==> config.mk <==
export PLATFORM = sky130hd
export DESIGN_NAME = acl_channel
export DESIGN_NICKNAME = d
export VERILOG_FILES = /design/src/core/acl_pkg.sv /design/src/core/acl_channel.sv
export SDC_FILE = /design/constraint.sdc
export NUM_CORES = 2
export LEC_CHECK = 0
export BUFFER_PORTS_ARGS = -buffer_cell sky130_fd_sc_hd__buf_2
export CAP_MARGIN = 10
export CELL_PAD_IN_SITES_DETAIL_PLACEMENT = 2
export CELL_PAD_IN_SITES_GLOBAL_PLACEMENT = 2
export CORE_AREA = 4 4 416 295
export DETAILED_ROUTE_END_ITERATION = 7
export DIE_AREA = 0 0 420 299
export PLACE_DENSITY_LB_ADDON = 0.1
export RECOVER_POWER = 25
export SLEW_MARGIN = 10
export SYNTH_ARGS = -nofsm -noshare
export SYNTH_HDL_FRONTEND = slang
export SYNTH_SLANG_ARGS = --single-unit
==> constraint.sdc <==
create_clock -name I_CLOCK -period 237.6 [get_ports I_CLOCK]
set_input_delay 11.88 -clock I_CLOCK [delete_from_list [all_inputs] [get_ports I_CLOCK]]
set_output_delay 11.88 -clock I_CLOCK [all_outputs]
set_load 0.01 [all_outputs]
==> src/core/acl_pkg.sv <==
// Constants, register map and field layout of the analogue channel limit, fault and scaling block
package acl_pkg;

  // ===========================================================================
  // Register offsets (byte addresses, one 32-bit word each)
  localparam logic [7:0] ACL_OFS_CTRL     = 8'h00;
  localparam logic [7:0] ACL_OFS_USER_LO  = 8'h04;
  localparam logic [7:0] ACL_OFS_SCALE_LO = 8'h08;
  localparam logic [7:0] ACL_OFS_SCALE_HI = 8'h0c;
  localparam logic [7:0] ACL_OFS_FAULT    = 8'h10;
  localparam logic [7:0] ACL_OFS_IDLE     = 8'h14;
  localparam logic [7:0] ACL_OFS_SETVAL   = 8'h18;
  localparam logic [7:0] ACL_OFS_STATUS   = 8'h1c;
  localparam logic [7:0] ACL_OFS_MASK     = 8'h20;
  localparam logic [7:0] ACL_OFS_OUT      = 8'h24;

  // ===========================================================================
  // Control register fields
  localparam int ACL_CTRL_W       = 10;
  localparam int ACL_CB_LO_CHK    = 0;
  localparam int ACL_CB_FAULT_SUB = 1;
  localparam int ACL_CB_IDLE_SUB  = 2;
  localparam int ACL_CB_FMT_LSB   = 3;
  localparam int ACL_CB_RNG_LSB   = 5;
  localparam int ACL_CB_PRIO_SW   = 8;
  localparam int ACL_CB_SC_CHK    = 9;
  localparam logic [9:0] ACL_CTRL_RST = 10'h000;

  typedef enum logic [1:0] {
    ACL_FMT_OFFSET = 2'h0,
    ACL_FMT_SIGNMAG = 2'h1,
    ACL_FMT_TWOS   = 2'h2,
    ACL_FMT_SCALED = 2'h3
  } acl_fmt_e;

  typedef enum logic [2:0] {
    ACL_RNG_0_10V  = 3'h0,
    ACL_RNG_0_5V   = 3'h1,
    ACL_RNG_1_5V   = 3'h2,
    ACL_RNG_0_20MA = 3'h3,
    ACL_RNG_4_20MA = 3'h4
  } acl_rng_e;

  // ===========================================================================
  // Status and mask bits
  localparam int ACL_ST_W      = 3;
  localparam int ACL_SB_USR_LO = 0;
  localparam int ACL_SB_SC_LO  = 1;
  localparam int ACL_SB_CLAMP  = 2;

  // ===========================================================================
  // Reset values of set values (scale limits in two's complement)
  localparam logic [15:0] ACL_USER_LO_RST  = 16'h0000;
  localparam logic [15:0] ACL_SCALE_LO_RST = 16'h0000;
  localparam logic [15:0] ACL_SCALE_HI_RST = 16'h03e8;
  localparam logic [15:0] ACL_VAL_RST      = 16'h0000;

  // ===========================================================================
  // Scale limit bounds
  localparam logic signed [17:0] ACL_SLO_MIN = -18'sd32767;
  localparam logic signed [17:0] ACL_SLO_MAX = 18'sd32766;
  localparam logic signed [17:0] ACL_SHI_MIN = -18'sd32766;
  localparam logic signed [17:0] ACL_SHI_MAX = 18'sd32767;

  // ===========================================================================
  // Ranges in hundredths of a volt or milliamp: nominal ends and settable span
  localparam logic signed [17:0] ACL_NOM_LO_0_10V  = 18'sd0;
  localparam logic signed [17:0] ACL_NOM_HI_0_10V  = 18'sd1000;
  localparam logic signed [17:0] ACL_SET_HI_0_10V  = 18'sd1050;
  localparam logic signed [17:0] ACL_NOM_LO_0_5V   = 18'sd0;
  localparam logic signed [17:0] ACL_NOM_HI_0_5V   = 18'sd500;
  localparam logic signed [17:0] ACL_SET_HI_0_5V   = 18'sd525;
  localparam logic signed [17:0] ACL_NOM_LO_1_5V   = 18'sd100;
  localparam logic signed [17:0] ACL_SET_LO_1_5V   = 18'sd75;
  localparam logic signed [17:0] ACL_NOM_LO_0_20MA = 18'sd0;
  localparam logic signed [17:0] ACL_NOM_HI_20MA   = 18'sd2000;
  localparam logic signed [17:0] ACL_SET_HI_20MA   = 18'sd2100;
  localparam logic signed [17:0] ACL_NOM_LO_4_20MA = 18'sd400;
  localparam logic signed [17:0] ACL_SET_LO_4_20MA = 18'sd300;
  localparam logic signed [17:0] ACL_SET_LO_ZERO   = 18'sd0;

endpackage

==> src/core/acl_channel.sv <==
// Analogue channel value processing: limit checks, fault/idle substitution, scaling, Wishbone registers
//
// What this block does
// Optional check flags an error when input or host set value falls below the user lower limit.
// Scale limits bounded; scaled values map linearly onto the selected signal range.
// Any scaled value from -32767 to 32767 may be used as the converted value.
// On comm fault, drive user fault value if enabled, else hold last output.
// While comm idles, drive user idle value if enabled, else hold last output.
// Per-channel fault substitution only counts when system priority selects software control.
// Non-scaled set values are volts or milliamps times 100 as integers.
// Scaled 16-bit set values are sign-magnitude: bit 15 marks negative.
// Host keeps set values inside the settable span of the selected range.
// Out-of-span values are clamped so the driven output stays in range; a level held across a range change is not clamped to the new range.
//
// The Wishbone interface to the registers and the address map were chosen for this implementation.
`timescale 1ns/100ps
module acl_channel
  import acl_pkg::*;
#(
  parameter int ADDR_W = 8
) (
  input  wire logic              I_CLOCK,      // 200 MHz system clock
  input  wire logic              I_RST,        // Asynchronous reset, active high
  input  wire logic              I_WB_CYC,     // Wishbone cycle
  input  wire logic              I_WB_STB,     // Wishbone strobe
  input  wire logic              I_WB_WE,      // Wishbone write enable
  input  wire logic [ADDR_W-1:0] I_WB_ADR,     // Wishbone byte address
  input  wire logic [3:0]        I_WB_SEL,     // Wishbone byte enables
  input  wire logic [31:0]       I_WB_DAT,     // Wishbone write data
  input  wire logic              I_COMM_FAULT, // Host communication fault, level
  input  wire logic              I_COMM_IDLE,  // Host communication idling, level
  input  wire logic [15:0]       I_IN_VALUE,   // Measured channel value, host format
  output logic                   O_WB_ACK,     // Wishbone acknowledge
  output logic [31:0]            O_WB_DAT,     // Wishbone read data
  output logic                   O_IRQ,        // Interrupt, level
  output logic [15:0]            O_OUT_VALUE,  // Driven output in hundredths of V or mA
  output logic [1:0]             O_LIMIT_ERR   // Live errors: [0] user lower, [1] scale lower
);

  // ===========================================================================
  // State
  typedef struct packed {
    logic [ACL_CTRL_W-1:0] ctrl;
    logic [15:0]           user_lo;
    logic [15:0]           scale_lo;
    logic [15:0]           scale_hi;
    logic [15:0]           fault_val;
    logic [15:0]           idle_val;
    logic [15:0]           set_val;
    logic [ACL_ST_W-1:0]   status;
    logic [ACL_ST_W-1:0]   mask;
    logic [15:0]           out;
    logic [1:0]            err;
    logic                  ack;
    logic [31:0]           rdat;
    logic                  irq;
  } acl_state_s;

  acl_state_s st_reg;
  acl_state_s st_next;

  // ===========================================================================
  // Helpers
  // Sign-magnitude set value to signed; negative zero becomes zero
  function automatic logic signed [17:0] sm_decode(input logic [15:0] v);
    logic signed [17:0] mag;
    mag = signed'({3'b000, v[14:0]});
    return v[15] ? -mag : mag;
  endfunction

  // Set value as a comparable signed number in the current format
  function automatic logic signed [17:0] as_num(input logic [15:0] v, input logic scaled);
    return scaled ? sm_decode(v) : signed'({2'b00, v});
  endfunction

  function automatic logic [15:0] wmerge(input logic [15:0] old, input logic [31:0] d, input logic [3:0] sel);
    logic [15:0] r;
    r = old;
    if (sel[0]) r[7:0] = d[7:0];
    if (sel[1]) r[15:8] = d[15:8];
    return r;
  endfunction

  // ===========================================================================
  // Range decode
  acl_rng_e           rng;
  logic               scaled;
  logic signed [17:0] nom_lo;
  logic signed [17:0] nom_hi;
  logic signed [17:0] set_lo;
  logic signed [17:0] set_hi;

  // The settable span is wider than nominal; outputs are clamped to it, not to nominal
  always_comb begin
    rng    = acl_rng_e'(st_reg.ctrl[ACL_CB_RNG_LSB +: 3]);
    scaled = (st_reg.ctrl[ACL_CB_FMT_LSB +: 2] == ACL_FMT_SCALED);
    case (rng)
      ACL_RNG_0_10V: begin
        nom_lo = ACL_NOM_LO_0_10V;
        nom_hi = ACL_NOM_HI_0_10V;
        set_lo = ACL_SET_LO_ZERO;
        set_hi = ACL_SET_HI_0_10V;
      end
      ACL_RNG_0_5V: begin
        nom_lo = ACL_NOM_LO_0_5V;
        nom_hi = ACL_NOM_HI_0_5V;
        set_lo = ACL_SET_LO_ZERO;
        set_hi = ACL_SET_HI_0_5V;
      end
      ACL_RNG_1_5V: begin
        nom_lo = ACL_NOM_LO_1_5V;
        nom_hi = ACL_NOM_HI_0_5V;
        set_lo = ACL_SET_LO_1_5V;
        set_hi = ACL_SET_HI_0_5V;
      end
      ACL_RNG_0_20MA: begin
        nom_lo = ACL_NOM_LO_0_20MA;
        nom_hi = ACL_NOM_HI_20MA;
        set_lo = ACL_SET_LO_ZERO;
        set_hi = ACL_SET_HI_20MA;
      end
      ACL_RNG_4_20MA: begin
        nom_lo = ACL_NOM_LO_4_20MA;
        nom_hi = ACL_NOM_HI_20MA;
        set_lo = ACL_SET_LO_4_20MA;
        set_hi = ACL_SET_HI_20MA;
      end
      default: begin
        // Unused codes fall back to the widest voltage range
        nom_lo = ACL_NOM_LO_0_10V;
        nom_hi = ACL_NOM_HI_0_10V;
        set_lo = ACL_SET_LO_ZERO;
        set_hi = ACL_SET_HI_0_10V;
      end
    endcase
  end

  // ===========================================================================
  // Source selection and conversion
  logic               hold;
  logic [15:0]        src;
  logic               fault_sub;
  logic signed [17:0] slo;
  logic signed [17:0] shi;
  logic signed [31:0] num;
  logic signed [31:0] den;
  logic signed [31:0] raw;
  logic               under;
  logic               over;
  logic [15:0]        conv;

  always_comb begin
    fault_sub = st_reg.ctrl[ACL_CB_PRIO_SW] & st_reg.ctrl[ACL_CB_FAULT_SUB];
    hold      = 1'b0;
    src       = st_reg.set_val;
    // Fault outranks idle; a hold keeps the register, so a range change made during
    // a hold leaves the old level standing until the link recovers
    if (I_COMM_FAULT) begin
      if (fault_sub) begin
        src = st_reg.fault_val;
      end else begin
        hold = 1'b1;
      end
    end else if (I_COMM_IDLE) begin
      if (st_reg.ctrl[ACL_CB_IDLE_SUB]) begin
        src = st_reg.idle_val;
      end else begin
        hold = 1'b1;
      end
    end
    slo = signed'({{2{st_reg.scale_lo[15]}}, st_reg.scale_lo});
    shi = signed'({{2{st_reg.scale_hi[15]}}, st_reg.scale_hi});
    // Linear map from the scale span onto the nominal range
    // The one-cycle divide is the long path at 200 MHz; pipeline it if timing falls short
    num = 32'(sm_decode(src) - slo) * 32'(nom_hi - nom_lo);
    den = 32'(shi - slo);
    if (!scaled) begin
      raw = 32'(signed'({2'b00, src}));
    end else if (den > 0) begin
      raw = 32'(nom_lo) + num / den;
    end else begin
      // Degenerate limits cannot divide; park at the range start
      raw = 32'(nom_lo);
    end
    under = raw < 32'(set_lo);
    over  = raw > 32'(set_hi);
    if (under) begin
      conv = set_lo[15:0];
    end else if (over) begin
      conv = set_hi[15:0];
    end else begin
      conv = raw[15:0];
    end
  end

  // ===========================================================================
  // Limit checks on the host output value and the measured input
  logic signed [17:0] lo_num;
  logic signed [17:0] set_num;
  logic signed [17:0] in_num;
  logic               usr_lo_err;
  logic               sc_lo_err;

  // Checks watch the host set value, not a substituted one, so a fault value
  // below the limit raises nothing while it is driven
  always_comb begin
    lo_num     = as_num(st_reg.user_lo, scaled);
    set_num    = as_num(st_reg.set_val, scaled);
    in_num     = as_num(I_IN_VALUE, scaled);
    usr_lo_err = st_reg.ctrl[ACL_CB_LO_CHK] & ((set_num < lo_num) | (in_num < lo_num));
    sc_lo_err  = st_reg.ctrl[ACL_CB_SC_CHK] & scaled &
                 ((sm_decode(st_reg.set_val) < slo) |
                  (sm_decode(I_IN_VALUE) < slo));
  end

  // ===========================================================================
  // Bus slave and next state
  logic                req;
  logic                wr;
  logic [ACL_ST_W-1:0] clr;
  logic [ACL_ST_W-1:0] evt;
  logic [31:0]         rd;
  logic [15:0]         wv;
  logic signed [17:0]  wv_s;
  logic                refused;

  // Ack is registered: each access takes two cycles, and the ack term in req
  // keeps a strobe held through the ack from being taken twice
  always_comb begin
    st_next = st_reg;
    req     = I_WB_CYC & I_WB_STB & ~st_reg.ack;
    wr      = req & I_WB_WE;
    clr     = '0;
    rd      = 32'h0000_0000;
    wv      = 16'h0000;
    wv_s    = 18'sd0;
    refused = 1'b0;
    st_next.ack = req;
    case (I_WB_ADR)
      ACL_OFS_CTRL: begin
        rd = {22'h000000, st_reg.ctrl};
        if (wr && I_WB_SEL[0]) st_next.ctrl[7:0] = I_WB_DAT[7:0];
        if (wr && I_WB_SEL[1]) st_next.ctrl[9:8] = I_WB_DAT[9:8];
      end
      ACL_OFS_USER_LO: begin
        rd = {16'h0000, st_reg.user_lo};
        if (wr) st_next.user_lo = wmerge(st_reg.user_lo, I_WB_DAT, I_WB_SEL);
      end
      ACL_OFS_SCALE_LO: begin
        rd   = {16'h0000, st_reg.scale_lo};
        wv   = wmerge(st_reg.scale_lo, I_WB_DAT, I_WB_SEL);
        wv_s = signed'({{2{wv[15]}}, wv});
        // Out-of-bounds limits are refused and flagged, never stored
        if (wr) begin
          if (wv_s >= ACL_SLO_MIN && wv_s <= ACL_SLO_MAX) begin
            st_next.scale_lo = wv;
          end else begin
            refused = 1'b1;
          end
        end
      end
      ACL_OFS_SCALE_HI: begin
        rd   = {16'h0000, st_reg.scale_hi};
        wv   = wmerge(st_reg.scale_hi, I_WB_DAT, I_WB_SEL);
        wv_s = signed'({{2{wv[15]}}, wv});
        if (wr) begin
          if (wv_s >= ACL_SHI_MIN && wv_s <= ACL_SHI_MAX) begin
            st_next.scale_hi = wv;
          end else begin
            refused = 1'b1;
          end
        end
      end
      ACL_OFS_FAULT: begin
        rd = {16'h0000, st_reg.fault_val};
        if (wr) st_next.fault_val = wmerge(st_reg.fault_val, I_WB_DAT, I_WB_SEL);
      end
      ACL_OFS_IDLE: begin
        rd = {16'h0000, st_reg.idle_val};
        if (wr) st_next.idle_val = wmerge(st_reg.idle_val, I_WB_DAT, I_WB_SEL);
      end
      ACL_OFS_SETVAL: begin
        rd = {16'h0000, st_reg.set_val};
        if (wr) st_next.set_val = wmerge(st_reg.set_val, I_WB_DAT, I_WB_SEL);
      end
      ACL_OFS_STATUS: begin
        rd = {29'h0000000, st_reg.status};
        if (wr && I_WB_SEL[0]) clr = I_WB_DAT[ACL_ST_W-1:0];
      end
      ACL_OFS_MASK: begin
        rd = {29'h0000000, st_reg.mask};
        if (wr && I_WB_SEL[0]) st_next.mask = I_WB_DAT[ACL_ST_W-1:0];
      end
      ACL_OFS_OUT: begin
        rd = {16'h0000, st_reg.out};
      end
      default: begin
        // Unmapped: acknowledged, reads zero, writes dropped
        rd = 32'h0000_0000;
      end
    endcase
    if (req) begin
      st_next.rdat = rd;
    end

    // A refused scale limit write counts as a range event as well
    evt = '0;
    evt[ACL_SB_USR_LO] = usr_lo_err;
    evt[ACL_SB_SC_LO]  = sc_lo_err;
    evt[ACL_SB_CLAMP]  = (~hold & (under | over)) | refused;
    // Setting beats clearing so no event is lost
    st_next.status = (st_reg.status & ~clr) | evt;
    st_next.irq    = |(st_next.status & st_next.mask);
    st_next.err    = {sc_lo_err, usr_lo_err};

    if (!hold) begin
      st_next.out = conv;
    end
  end

  // ===========================================================================
  // Registers
  always_ff @(posedge I_CLOCK or posedge I_RST) begin
    if (I_RST) begin
      st_reg           <= '0;
      st_reg.ctrl      <= ACL_CTRL_RST;
      st_reg.user_lo   <= ACL_USER_LO_RST;
      st_reg.scale_lo  <= ACL_SCALE_LO_RST;
      st_reg.scale_hi  <= ACL_SCALE_HI_RST;
      st_reg.fault_val <= ACL_VAL_RST;
      st_reg.idle_val  <= ACL_VAL_RST;
      st_reg.set_val   <= ACL_VAL_RST;
    end else begin
      st_reg <= st_next;
    end
  end

  // ===========================================================================
  // Outputs
  assign O_WB_ACK    = st_reg.ack;
  assign O_WB_DAT    = st_reg.rdat;
  assign O_IRQ       = st_reg.irq;
  assign O_OUT_VALUE = st_reg.out;
  assign O_LIMIT_ERR = st_reg.err;

endmodule

==> metrics.txt <==
hold crit path type register to register; clk slew on worst S/H paths around 0.07 ns; Max clock buf depth 2; number of synthesized flops with an enable pin 0; RSZ-0062 raised after global routing false; Mapped Area 50720 µm²; min cycle time layout 125.09 ns; Resized cells post-CTS 0; CP endpoint kind register; vias in the first global route about 60000; Slew @ Worst Pin about 3.7 ns; Core ar. around 120000 µm²; hold buffers post-CTS 0; wire per inst 28.10 µm; CP max-delay cell nor4_1; Die Width between 400 and 500 µm; CP top delay family compound AO/OA/AOI/OAI gates; Fillers approximately 14000; Final Cell Area 53920 µm²; synth top area cells ha_1 (18%), dfrtp_1 (7.0%), fa_1 (6.5%); final WL 238500 µm; distinct cell type count after synthesis 119; multi-input logic area 45020 µm²; gr busiest metal met2; Slew headroom -148.1%; Setup Buffers After CTS 0; Buf/Inv on CP 34; flops & latches, synth between 100 and 150; met1 global-route usage 52.54%; WS Path Type input port to register; 1st-iter DRT viols 4892; maxcap violations 1; Crit path arrival time 125.41 ns; Worst Setup Start Kind input port; GPL Wtd Cong 0.9739; Cell Area, Placed 53360 µm²; IO Count roughly 120; Sink Count 148; Max Fclk 7.995 MHz; Min Hold Slack 0.4859 ns; cell taking the most area after synthesis ha_1; Port Buf Inserts 84; skew final 0.01858 ns; Setup TNS 0 ns; vias 55560; pin count of the biggest net entering global routing 83; FFs w/ async S/R, synth 100.0%; CTS tree built; GRT Util Overall 36.75%; final setup fails 0; period utilization 52.65%; initial antenna violation count 5; GR Util met2 57.54%; Residual DRC 0; num rows 106; top_reg_cell synth dfrtp_1; Syn Area/Cell 7.412 µm²; failing checks max-capacitance violations, max-slew violations; Final Hold Fails 0; Yosys Warn Count 0; max FFs per register 77; CTS root buf clkbuf_16; max-slew violation count 83; die height 299 µm; register area ~3700 µm²; global route overflow 0; Worst Path Required 237.93 ns; Antenna Nets Post-Route 0; Clock Latency Late Sink 0.46 ns; post-detail-place hpwl between 150000 and 200000 µm; Vias/cell 6.544; nets@finish ~7900; share of the synthesized area in the top cell type 18.06%; initial core utilization a little over two fifths; Max Fanout on Critical Path 32; Syn Inst Count 6843; status finished with violations; share of the yosys chip area belonging to registers 7.317%; fraction of layout cells with a size suffix above 1 8.307%; Num CTS Buffers 17; Largest stage delay, worst path 1.03 ns; die area 125600 µm²; H-tree depth 4; crit-path most repeated cell ha_1; DR pass1 iterations 7; P&R area growth vs syn 6.300%; met3 GRT Util 6.190%; first-pass GRT wire length 364200 µm
## kinds of logic after synthesis
logic type	Yosys count	synth area share, %
simple gates	2363	22.14
compound gates	1991	26.43
xor+xnor	528	9.216
other cells	2	0.01481
fa+ha+maj	896	24.53
buf+inv	696	5.595
flops	148	7.317
mux	219	4.756
## cell usage after synthesis (all sizes together), types with 31 or more instances
library cell,number
xnor2,323
a211o,31
nand2b,100
a31oi,98
a211oi,62
a21oi,477
nand4,66
clkbuf,180
a22oi,44
or3,73
o21ai,360
a21o,219
inv,410
o31ai,61
ha,732
nor4,51
mux2i,43
nand3,164
nor2,702
or2,60
xor2,203
o21bai,50
nor3,227
nand2,638
and3,55
fa,164
o22ai,34
mux2,176
o211ai,65
and2,69
a221oi,34
dfrtp,142
buf,105
o21a,169
nor2b,87
## cells in the final DEF, fill, tap and decap left out, types with 55 or more instances in the layout
cell type	instances
nor2_1	693
buf_2	83
nand4_1	65
o21ai_0	340
o31ai_1	55
o211ai_1	64
inv_1	406
dfrtp_1	142
or3_1	72
and2_1	67
a21oi_1	464
a211oi_1	58
nor3_1	218
fa_1	164
buf_4	93
a31oi_1	97
xor2_1	199
and3_1	55
or2_2	58
mux2_2	175
a21o_1	219
nor2b_1	87
nand3_1	163
nand2_1	636
o21a_1	168
ha_1	731
conb_1	157
nand2b_1	100
xnor2_1	314
## final timing paths
kind / startpoint / endpoint / slack [ns] / cells after the start
max in group asynchronous: I_RST / st_reg[84] / 222.89 / 3
hold reg to reg: O_WB_DAT[7] / O_WB_DAT[7] / 0.49 / 1
min in group asynchronous: I_RST / O_WB_DAT[6] / 12.52 / 2
setup reg to reg: st_reg[162] / O_IRQ / 123.66 / 400
hold / removal: O_WB_DAT[7] / O_WB_DAT[7] / 0.49 / 1
setup / recovery: I_COMM_FAULT / O_IRQ / 112.52 / 401
## layout make-up
| class | instances | share of cell area [%] |
|---|---|---|
| Sequential cell | 148 | 6.883 |
| Clock buffer | 18 | 0.8146 |
| Timing Repair Buffer | 177 | 2.072 |
| Antenna cell | 2 | 0.009283 |
| Clock inverter | 14 | 0.2181 |
| Inverter | 411 | 2.864 |
| Multi-Input combinational cell | 6154 | 83.50 |
| Tap cell | 1566 | 3.634 |
## stage by stage
stage	instances	setup slack (ns)	util [%]
final	8490	112.52	45.42
after global routing	8488	106.59	45.42
after CTS	8488	114.80	45.42
after detailed placement	8456	115.02	44.95
after global placement	8456	118.62	44.95
after floorplan	6998	134.90	-
## routing by layer
| layer | vias up | wire [µm] |
|---|---|---|
| li1 | 24780 | - |
| met2 | 1983 | 103400 |
| met1 | 28340 | 110600 |
| met3 | 445 | 18450 |
| met4 | 6 | 6047 |
| met5 | - | 38 |
Power is left out: the tool's default activity adds up to more than one toggle a clock period on the data nets, which glitch-free logic cannot reach.
